--- src/dsp_pkg.sv ---
// Purpose: shared constants and types for the dual-slope pwm timer
// Assumes: apb with 32-bit data, one aligned word per register
// Notes:   offsets are byte addresses
package dsp_pkg;
    // ************************************************************
    // register offsets
    // ************************************************************
    localparam logic [7:0] OFS_CTRL    = 8'h00;
    localparam logic [7:0] OFS_CMP_A   = 8'h04;
    localparam logic [7:0] OFS_CMP_B   = 8'h08;
    localparam logic [7:0] OFS_CAP_TOP = 8'h0C;
    localparam logic [7:0] OFS_COUNT   = 8'h10;
    localparam logic [7:0] OFS_FLAGS   = 8'h14;

    // ************************************************************
    // control and flag field positions
    // ************************************************************
    localparam int CTRL_WAVE_LSB = 0;
    localparam int CTRL_ACTA_LSB = 4;
    localparam int CTRL_ACTB_LSB = 6;
    localparam int CTRL_PRE_LSB  = 8;
    localparam int CTRL_DIRA_BIT = 12;
    localparam int CTRL_DIRB_BIT = 13;
    localparam int FLG_OVF_BIT   = 0;
    localparam int FLG_CMPA_BIT  = 1;
    localparam int FLG_CMPB_BIT  = 2;
    localparam int FLG_CAP_BIT   = 3;

    // ************************************************************
    // reset values and fixed tops
    // ************************************************************
    localparam logic [31:0] CTRL_RESET  = 32'h0000_0000;
    localparam logic [15:0] CMP_RESET   = 16'h0000;
    localparam logic [15:0] TOP_8BIT    = 16'h00FF;
    localparam logic [15:0] TOP_9BIT    = 16'h01FF;
    localparam logic [15:0] TOP_10BIT   = 16'h03FF;
    localparam logic [15:0] BOTTOM      = 16'h0000;

    // ************************************************************
    // prescaler divide counts (selection 2..5)
    // ************************************************************
    localparam logic [9:0] DIV_8    = 10'h007;
    localparam logic [9:0] DIV_64   = 10'h03F;
    localparam logic [9:0] DIV_256  = 10'h0FF;
    localparam logic [9:0] DIV_1024 = 10'h3FF;

    // ************************************************************
    // waveform selections and output actions
    // ************************************************************
    localparam logic [3:0] WAVE_PC8   = 4'h1;
    localparam logic [3:0] WAVE_PC9   = 4'h2;
    localparam logic [3:0] WAVE_PC10  = 4'h3;
    localparam logic [3:0] WAVE_PFC_C = 4'h8;
    localparam logic [3:0] WAVE_PFC_A = 4'h9;
    localparam logic [3:0] WAVE_PC_C  = 4'hA;
    localparam logic [3:0] WAVE_PC_A  = 4'hB;

    typedef enum logic [1:0] {
        ACT_OFF,
        ACT_TOGGLE,
        ACT_NONINV,
        ACT_INV
    } dsp_action_t;

    typedef struct packed {
        logic [3:0] waveform_select;
        logic [1:0] output_action_a;
        logic [1:0] output_action_b;
        logic [2:0] prescale;
        logic       pin_direction_bit_a;
        logic       pin_direction_bit_b;
    } dsp_ctrl_t;
endpackage : dsp_pkg

--- src/dsp_timer.sv ---
// Purpose: 16-bit dual-slope pwm timer with apb register access
// Assumes: pclk is the i/o clock; prescaler factors 1, 8, 64, 256, 1024
// Notes:   two compare channels, a and b; no interrupt logic
`timescale 1ns/1ps

module dsp_timer (
    input  wire logic        pclk,          // i/o clock, 250 MHz
    input  wire logic        presetn,       // async reset, active low
    input  wire logic        psel,          // apb select
    input  wire logic        penable,       // apb access phase
    input  wire logic        pwrite,        // apb write
    input  wire logic [7:0]  paddr,         // apb byte address
    input  wire logic [31:0] pwdata,        // apb write data
    input  wire logic [3:0]  pstrb,         // apb byte strobes
    output logic      [31:0] prdata,        // apb read data
    output logic             pready,        // apb ready
    output logic             pslverr,       // apb error on unmapped address
    input  wire logic [1:0]  port_value,    // normal port level per pin
    output logic      [1:0]  pin_out,       // pin level, a in bit 0
    output logic      [1:0]  pin_oe         // pin driver enable
);
    // ************************************************************
    // apb decode
    // ************************************************************
    logic        setup_ff;
    wire         acc    = psel & penable & setup_ff;
    wire         wr     = acc & pwrite;
    wire         hit_ct = (paddr == dsp_pkg::OFS_CTRL);
    wire         hit_a  = (paddr == dsp_pkg::OFS_CMP_A);
    wire         hit_b  = (paddr == dsp_pkg::OFS_CMP_B);
    wire         hit_c  = (paddr == dsp_pkg::OFS_CAP_TOP);
    wire         hit_n  = (paddr == dsp_pkg::OFS_COUNT);
    wire         hit_f  = (paddr == dsp_pkg::OFS_FLAGS);
    wire         mapped = hit_ct | hit_a | hit_b | hit_c | hit_n | hit_f;

    function automatic logic [31:0] merge(input logic [31:0] old, input logic [31:0] nw,
                                          input logic [3:0] st);
        logic [31:0] r;
        r = old;
        for (int i = 0; i < 4; i++)
            if (st[i]) r[i*8 +: 8] = nw[i*8 +: 8];
        return r;
    endfunction : merge

    // ************************************************************
    // registers
    // ************************************************************
    logic [31:0]       ctrl_ff;
    logic [15:0]       buf_a_ff;
    logic [15:0]       buf_b_ff;
    logic [15:0]       cmp_a_ff;
    logic [15:0]       cmp_b_ff;
    logic [15:0]       cap_ff;
    logic [15:0]       cnt_ff;
    logic              down_ff;
    logic [3:0]        flag_ff;
    logic [1:0]        oc_ff;
    logic [9:0]        pre_ff;
    logic              tick_ff;
    dsp_pkg::dsp_ctrl_t cfg;

    assign cfg.waveform_select     = ctrl_ff[dsp_pkg::CTRL_WAVE_LSB +: 4];
    assign cfg.output_action_a     = ctrl_ff[dsp_pkg::CTRL_ACTA_LSB +: 2];
    assign cfg.output_action_b     = ctrl_ff[dsp_pkg::CTRL_ACTB_LSB +: 2];
    assign cfg.prescale            = ctrl_ff[dsp_pkg::CTRL_PRE_LSB +: 3];
    assign cfg.pin_direction_bit_a = ctrl_ff[dsp_pkg::CTRL_DIRA_BIT];
    assign cfg.pin_direction_bit_b = ctrl_ff[dsp_pkg::CTRL_DIRB_BIT];

    // ************************************************************
    // mode decode
    // ************************************************************
    wire [3:0] ws      = cfg.waveform_select;
    wire       pc_mode = (ws == dsp_pkg::WAVE_PC8) | (ws == dsp_pkg::WAVE_PC9)
                       | (ws == dsp_pkg::WAVE_PC10) | (ws == dsp_pkg::WAVE_PC_C)
                       | (ws == dsp_pkg::WAVE_PC_A);
    wire       pfc_mode = (ws == dsp_pkg::WAVE_PFC_C) | (ws == dsp_pkg::WAVE_PFC_A);
    wire       dual    = pc_mode | pfc_mode;
    wire       top_a   = (ws == dsp_pkg::WAVE_PC_A) | (ws == dsp_pkg::WAVE_PFC_A);
    wire       top_c   = (ws == dsp_pkg::WAVE_PC_C) | (ws == dsp_pkg::WAVE_PFC_C);
    wire       fixed   = (ws == dsp_pkg::WAVE_PC8) | (ws == dsp_pkg::WAVE_PC9)
                       | (ws == dsp_pkg::WAVE_PC10);

    // fixed tops double as the write mask
    wire [15:0] fix_top = (ws == dsp_pkg::WAVE_PC8) ? dsp_pkg::TOP_8BIT :
                          (ws == dsp_pkg::WAVE_PC9) ? dsp_pkg::TOP_9BIT :
                                                      dsp_pkg::TOP_10BIT;
    // top compared against the live compare a, which only moves at a reload
    wire [15:0] top = top_a ? cmp_a_ff :
                      top_c ? cap_ff  : fix_top;

    // ************************************************************
    // prescaler
    // ************************************************************
    wire [9:0] div_max = (cfg.prescale == 3'h2) ? dsp_pkg::DIV_8 :
                         (cfg.prescale == 3'h3) ? dsp_pkg::DIV_64 :
                         (cfg.prescale == 3'h4) ? dsp_pkg::DIV_256 :
                         (cfg.prescale == 3'h5) ? dsp_pkg::DIV_1024 : 10'h000;
    wire       run     = (cfg.prescale != 3'h0) & (cfg.prescale < 3'h6);
    wire       pre_end = (pre_ff >= div_max);

    always_ff @(posedge pclk or negedge presetn)
    begin
        if (!presetn)
        begin
            pre_ff  <= 10'h000;
            tick_ff <= 1'b0;
        end
        else
        begin
            pre_ff  <= (!run || pre_end) ? 10'h000 : pre_ff + 10'h001;
            tick_ff <= run & pre_end;
        end
    end

    // ************************************************************
    // counter and events
    // ************************************************************
    wire at_top    = (cnt_ff == top);
    wire at_bot    = (cnt_ff == dsp_pkg::BOTTOM);
    wire tk        = tick_ff & dual;
    // at top the count stays one tick, then falls
    wire nxt_down  = at_top ? 1'b1 : (at_bot ? 1'b0 : down_ff);
    wire [15:0] nxt_cnt = nxt_down ? cnt_ff - 16'h0001 : cnt_ff + 16'h0001;
    wire reload    = tk & ((pc_mode & at_top) | (pfc_mode & at_bot));
    wire ev_ovf    = tk & at_bot;
    wire ev_top    = tk & at_top & (top_a | top_c) & !(at_top & down_ff);
    wire m_a       = tk & (cnt_ff == cmp_a_ff);
    wire m_b       = tk & (cnt_ff == cmp_b_ff);
    wire [15:0] wmask = fixed ? fix_top : 16'hFFFF;
    wire [31:0] wdat  = merge(32'h0, pwdata, pstrb);
    wire [31:0] wd_a  = merge({16'h0, buf_a_ff}, pwdata, pstrb);
    wire [31:0] wd_b  = merge({16'h0, buf_b_ff}, pwdata, pstrb);
    wire [31:0] wd_c  = merge({16'h0, cap_ff}, pwdata, pstrb);

    always_ff @(posedge pclk or negedge presetn)
    begin
        if (!presetn)
        begin
            cnt_ff  <= dsp_pkg::BOTTOM;
            down_ff <= 1'b0;
        end
        else if (wr && hit_n)
        begin
            cnt_ff  <= wdat[15:0];
            down_ff <= 1'b0;
        end
        else if (tk)
        begin
            // top held once: the tick at top already turns the count downward
            cnt_ff  <= nxt_cnt;
            down_ff <= nxt_down;
        end
    end

    always_ff @(posedge pclk or negedge presetn)
    begin
        if (!presetn)
        begin
            ctrl_ff  <= dsp_pkg::CTRL_RESET;
            buf_a_ff <= dsp_pkg::CMP_RESET;
            buf_b_ff <= dsp_pkg::CMP_RESET;
            cap_ff   <= dsp_pkg::CMP_RESET;
        end
        else if (wr)
        begin
            if (hit_ct) ctrl_ff <= merge(ctrl_ff, pwdata, pstrb) & 32'h0000_3FFF;
            if (hit_a)  buf_a_ff <= wd_a[15:0] & wmask;
            if (hit_b)  buf_b_ff <= wd_b[15:0] & wmask;
            if (hit_c)  cap_ff   <= wd_c[15:0];
        end
    end

    always_ff @(posedge pclk or negedge presetn)
    begin
        if (!presetn)
        begin
            cmp_a_ff <= dsp_pkg::CMP_RESET;
            cmp_b_ff <= dsp_pkg::CMP_RESET;
        end
        else if (reload || !dual)
        begin
            cmp_a_ff <= buf_a_ff;
            cmp_b_ff <= buf_b_ff;
        end
    end

    // ************************************************************
    // flags: set beats write-one-to-clear
    // ************************************************************
    wire [3:0] flag_set;
    assign flag_set[dsp_pkg::FLG_OVF_BIT]  = ev_ovf;
    assign flag_set[dsp_pkg::FLG_CMPA_BIT] = m_a | (ev_top & top_a);
    assign flag_set[dsp_pkg::FLG_CMPB_BIT] = m_b;
    assign flag_set[dsp_pkg::FLG_CAP_BIT]  = ev_top & top_c;
    wire [3:0] flag_clr = (wr && hit_f && pstrb[0]) ? pwdata[3:0] : 4'h0;

    always_ff @(posedge pclk or negedge presetn)
    begin
        if (!presetn)
            flag_ff <= 4'h0;
        else
            flag_ff <= (flag_ff & ~flag_clr) | flag_set;
    end

    // ************************************************************
    // waveform per channel
    // ************************************************************
    wire [1:0]  act [2];
    wire [1:0]  hit;
    wire [15:0] cmpv [2];
    assign act[0]  = cfg.output_action_a;
    assign act[1]  = cfg.output_action_b;
    assign hit     = {m_b, m_a};
    assign cmpv[0] = cmp_a_ff;
    assign cmpv[1] = cmp_b_ff;
    wire   tog_ok  = ws[3] & dual;
    // a bottom match clears and a top match sets (the reverse for ACT_INV), so 0 and top give flat levels
    wire   going_up = at_bot | (!down_ff & !at_top);

    genvar g;
    generate
        for (g = 0; g < 2; g++)
        begin : g_ch
            wire tog = (act[g] == 2'(dsp_pkg::ACT_TOGGLE)) & tog_ok & (g == 0);
            wire pwm = act[g][1];
            wire inv = (act[g] == 2'(dsp_pkg::ACT_INV));
            wire lvl = (going_up ? 1'b0 : 1'b1) ^ inv;
            wire con = (pwm | tog) & cfg.waveform_select != 4'h0;
            wire dir = g ? cfg.pin_direction_bit_b : cfg.pin_direction_bit_a;
            always_ff @(posedge pclk or negedge presetn)
            begin
                if (!presetn)
                    oc_ff[g] <= 1'b0;
                else if (hit[g] && tog)
                    oc_ff[g] <= ~oc_ff[g];
                else if (hit[g] && pwm && dual)
                    oc_ff[g] <= lvl;
            end
            always_ff @(posedge pclk or negedge presetn)
            begin
                if (!presetn)
                begin
                    pin_out[g] <= 1'b0;
                    pin_oe[g]  <= 1'b0;
                end
                else
                begin
                    pin_out[g] <= (con && dual) ? oc_ff[g] : port_value[g];
                    pin_oe[g]  <= dir;
                end
            end
        end
    endgenerate

    // ************************************************************
    // apb response
    // ************************************************************
    wire [31:0] rd = hit_ct ? ctrl_ff :
                     hit_a  ? {16'h0, buf_a_ff} :
                     hit_b  ? {16'h0, buf_b_ff} :
                     hit_c  ? {16'h0, cap_ff} :
                     hit_n  ? {16'h0, cnt_ff} :
                     hit_f  ? {28'h0, flag_ff} : 32'h0;

    always_ff @(posedge pclk or negedge presetn)
    begin
        if (!presetn)
        begin
            setup_ff <= 1'b0;
            pready   <= 1'b0;
            pslverr  <= 1'b0;
            prdata   <= 32'h0000_0000;
        end
        else
        begin
            // answer in the first cycle of the access phase
            setup_ff <= psel & !penable;
            pready   <= psel & !penable;
            pslverr  <= psel & !penable & !mapped;
            prdata   <= (psel && !penable && !pwrite) ? rd : 32'h0000_0000;
        end
    end
endmodule : dsp_timer

--- config.mk ---
export PLATFORM = sky130hd
export DESIGN_NAME = dsp_timer
export DESIGN_NICKNAME = d
export VERILOG_FILES = /design/src/dsp_pkg.sv /design/src/dsp_timer.sv
export SDC_FILE = /design/constraint.sdc
export NUM_CORES = 1
export LEC_CHECK = 0
export ABC_AREA = 1
export BUFFER_PORTS_ARGS = -buffer_cell sky130_fd_sc_hd__buf_2
export CORE_ASPECT_RATIO = 0.9
export CORE_UTILIZATION = 45
export CTS_BUF_LIST = sky130_fd_sc_hd__clkbuf_2 sky130_fd_sc_hd__clkbuf_4 sky130_fd_sc_hd__clkbuf_8
export CTS_CLUSTER_SIZE = 40
export DETAILED_ROUTE_END_ITERATION = 10
export PLACE_DENSITY = 0.69
export REMOVE_ABC_BUFFERS = 1
export SETUP_SLACK_MARGIN = 0.05
export SLEW_MARGIN = 20
export SYNTH_ARGS = -nofsm -noshare
export SYNTH_HDL_FRONTEND = slang
export SYNTH_SLANG_ARGS = --single-unit
export TNS_END_PERCENT = 100
--- constraint.sdc ---
create_clock -name pclk -period 10.65 [get_ports pclk]
set_input_delay 3.195 -clock pclk [delete_from_list [all_inputs] [get_ports pclk]]
set_output_delay 3.195 -clock pclk [all_outputs]
set_load 0.005 [all_outputs]
==> results_dict.tcl <==
set metrics [dict create \
    drv_slew 0 \
    cts.path.max_buffers 2 \
    yosysWarningCount 0 \
    clk_transition_reported_paths_ns 0.08 \
    timing.critical_path.required_ns 10.98 \
    post_synth_main_area_contributors "sky130_fd_sc_hd__dfrtp_1, sky130_fd_sc_hd__nand2_1, sky130_fd_sc_hd__o21ai_0" \
    first_global_vias 7470 \
    design.die.area_um2 20200 \
    antenna_violations_before_repair 0 \
    antenna_cells 0 \
    post-cts-setup-buffers 0 \
    power.leakage_nw 4.83 \
    number_of_h_tree_branching_levels 4 \
    synthTopCellsByCount "sky130_fd_sc_hd__nand2_1, sky130_fd_sc_hd__dfrtp_1, sky130_fd_sc_hd__inv_1" \
    synthMostInstantiatedCell "sky130_fd_sc_hd__nand2_1" \
    drt_iter0_markers 827 \
    worst-path-max-fanout 15 \
    post_cts.resized_instances 0 \
    async_flop_share_pct 100 \
    grt_max_degree 102 \
    gp_congestion 1.00 \
    initial_core_util_pct 46.0 \
    synth_area_um2 8820 \
    synth_edf_count 0 \
    worst_hold_path_endpoint "pin_oe[0]" \
    vias 8096 \
    timing.setup.tns_ns 0 \
    synth_sequential_area_ratio_pct 42.6 \
    fin_skew_ns 0.0135 \
    min_period_over_period_pct 54.8 \
    drv_cap 0 \
    worst_setup_path_start_kind "primary input" \
    synth.top_cell.area_share_pct 42.6 \
    timing_hold_violations_final 0 \
    power.ir.vdd_worst_mv 0.0483 \
    tritoncts "done" \
    timing.reg2reg.worst_path_depth 19 \
    detailedPlacementHpwl_um 19000 \
    clk-insertion-delay-late_ns 0.47 \
    gr-total-overflow 0 \
    number_of_iterations_in_the_first_detailed_routing_pass 5 \
    area_overhead_of_the_layout_relative_to_synthesis_pct 9.93 \
    fmaxAchievable_mhz 171 \
    grt_setup_unrepaired "no" \
    synth_cell_type_count 49 \
    wire_per_inst_um 18.8 \
    max-slew-margin-rel_pct 33.6 \
    postCtsHoldBufs 0 \
    timing.rr.start "ctrl_ff[3]" \
    synthDominantAreaCellType "sky130_fd_sc_hd__dfrtp_1" \
    proportion_of_layout_cells_with_a_drive_suffix_above_1_pct 12.0 \
    rrSetupSlack_ns 5.95 \
    cellPowerDensity_nw_per_um2 121 \
    synth.avg_cell_area_um2 7.84 \
    nets 1247 \
    flop_and_latch_count_out_of_synthesis 150 \
    timing.hold.worst.start "ctrl_ff[12]" \
    fp-row-count 48 \
    yosys_most_used_dff "sky130_fd_sc_hd__dfrtp_1" \
    die_x_um 150 \
    floorplan.die.height_um 135 \
    worst-setup-path-type "in -> reg" \
    measured_slew_at_the_worst_slew_check_pin_ns 0.993 \
    core_area_um2 19200 \
    postRouteWirelength_um 26900 \
    antenna_violating_nets_post_route 0 \
    grt_first_pass_wirelength_um 41500 \
    timing.critical_path.arrival_ns 6.16 \
    report.power.total_mw 1.17 \
    hold_path_cells 0 \
    timing.final.setup_violations 0 \
    syn_inst 1124 \
    clock-sinks 150 \
    drcViolationCount 0 \
    cts_made_buffers 17 \
    finalCriticalPeriod_ns 5.83 \
    worstReg2RegEnd "cnt_ff[12]" \
    setup.worst_path.end_class "flip-flop" \
    status "completed" \
    hold_path.class "reg -> reg" \
    clock-root-buffer "sky130_fd_sc_hd__clkbuf_8" \
    ioPinCount 89 \
    buffer_ports.inserted 54 \
    grt.total_usage_pct 27.7 \
    avgViaCountPerCell 5.66 \
]
[worst max-delay path by stage]
stage	to	startpoint	cells after the start	slack (ns)
2_1_floorplan	buf_a_ff[0]	paddr[5]	10	5.50
3_3_place_gp	cnt_ff[6]	paddr[0]	13	4.56
3_5_place_dp	cnt_ff[2]	paddr[0]	13	4.44
4_1_cts	cnt_ff[2]	paddr[0]	13	4.91
5_1_grt	cnt_ff[10]	paddr[1]	13	4.64
6_report	cnt_ff[2]	paddr[0]	13	4.82
[layout by cell type (no fill, tap or decap), types with 15 or more instances in the layout]
| master | n |
|---|---|
| sky130_fd_sc_hd__dfrtp_1 | 150 |
| sky130_fd_sc_hd__a21oi_1 | 49 |
| sky130_fd_sc_hd__buf_2 | 53 |
| sky130_fd_sc_hd__nand4_1 | 19 |
| sky130_fd_sc_hd__conb_1 | 16 |
| sky130_fd_sc_hd__clkbuf_8 | 21 |
| sky130_fd_sc_hd__inv_1 | 145 |
| sky130_fd_sc_hd__ha_1 | 26 |
| sky130_fd_sc_hd__a22oi_1 | 15 |
| sky130_fd_sc_hd__nand2_1 | 274 |
| sky130_fd_sc_hd__nor4_1 | 16 |
| sky130_fd_sc_hd__o21ai_0 | 111 |
| sky130_fd_sc_hd__nor2_1 | 52 |
| sky130_fd_sc_hd__xor2_1 | 20 |
| sky130_fd_sc_hd__nand3_1 | 73 |
| sky130_fd_sc_hd__o221ai_1 | 17 |
| sky130_fd_sc_hd__o21ai_2 | 23 |
[metal layers]
layer	GRT usage, %	part of all wire (%)	up-vias	wire, um
li1	-	-	3818	-
met1	39.5	45	3850	12000
met2	40.3	43	370	11700
met3	7.20	9.6	58	2580
met4	9.86	2.5	0	682
met5	0	0	-	0
[sequential cells by signal, indices dropped and copies added (netlist names)]
| signal | count |
|---|---|
| cmp_b_ff | 16 |
| buf_a_ff | 16 |
| buf_b_ff | 16 |
| down_ff | 1 |
| pin_out | 2 |
| tick_ff | 1 |
| setup_ff | 1 |
| prdata | 16 |
| flag_ff | 4 |
| cmp_a_ff | 16 |
| cap_ff | 16 |
| cnt_ff | 16 |
| oc_ff | 2 |
| pslverr | 1 |
| pre_ff | 10 |
| pin_oe | 2 |
| ctrl_ff | 14 |
[kinds of logic after synthesis]
logic type      Yosys count  share of synthesized area [%]
buf+inv                 197                           9.75
fa+ha+maj                27                           3.92
mux                       1                          0.128
simple gates            467                           23.1
flops                   150                           42.6
other cells               1                         0.0425
xor+xnor                 26                           2.58
compound gates          255                           17.9
[metrics by stage]
stage | cell area (um2) | hold WS [ns] | utilization, % | setup slack [ns] | instances
after floorplan | 8580 | 0.374 | - | 5.50 | 1092
after global placement | 9200 | 0.387 | 48.0 | 4.56 | 1400
after detailed placement | 9200 | 0.402 | 48.0 | 4.44 | 1400
after CTS | 9690 | 0.408 | 50.6 | 4.91 | 1431
after global routing | 9690 | 0.423 | 50.6 | 4.64 | 1431
final | 9690 | 0.414 | 50.6 | 4.82 | 1431
[final cells by class]
| type | instances | area (um2) |
|---|---|---|
| Multi-Input combinational cell | 792 | 4260 |
| Sequential cell | 150 | 3750 |
| Inverter | 150 | 563 |
| Tap cell | 250 | 313 |
| Clock inverter | 8 | 193 |
| Clock buffer | 23 | 304 |
| Fill cell | 1833 | 9470 |
| Timing Repair Buffer | 58 | 307 |
[worst max-delay path: stages]
cell and delay, ns:
sky130_fd_sc_hd__buf_2 0.09, sky130_fd_sc_hd__inv_1 0.04, sky130_fd_sc_hd__nand2_1 0.08, sky130_fd_sc_hd__nor2_1 0.14, sky130_fd_sc_hd__nand2_1 0.08, sky130_fd_sc_hd__nor2_1 0.60
sky130_fd_sc_hd__inv_1 0.29, sky130_fd_sc_hd__nor2_1 0.59, sky130_fd_sc_hd__inv_1 0.10, sky130_fd_sc_hd__nand2_1 0.45, sky130_fd_sc_hd__inv_1 0.24, sky130_fd_sc_hd__nand2_1 0.13
sky130_fd_sc_hd__o221ai_1 0.11
[power breakdown]
part	internal (mW)	total [mW]	switching (mW)	leakage, nW
logic	0.0110	0.0450	0.0340	2.71
registers	0.572	0.574	0.00260	1.88
clock network	0.331	0.551	0.220	0.249
(Power assumes the default switching activity.)
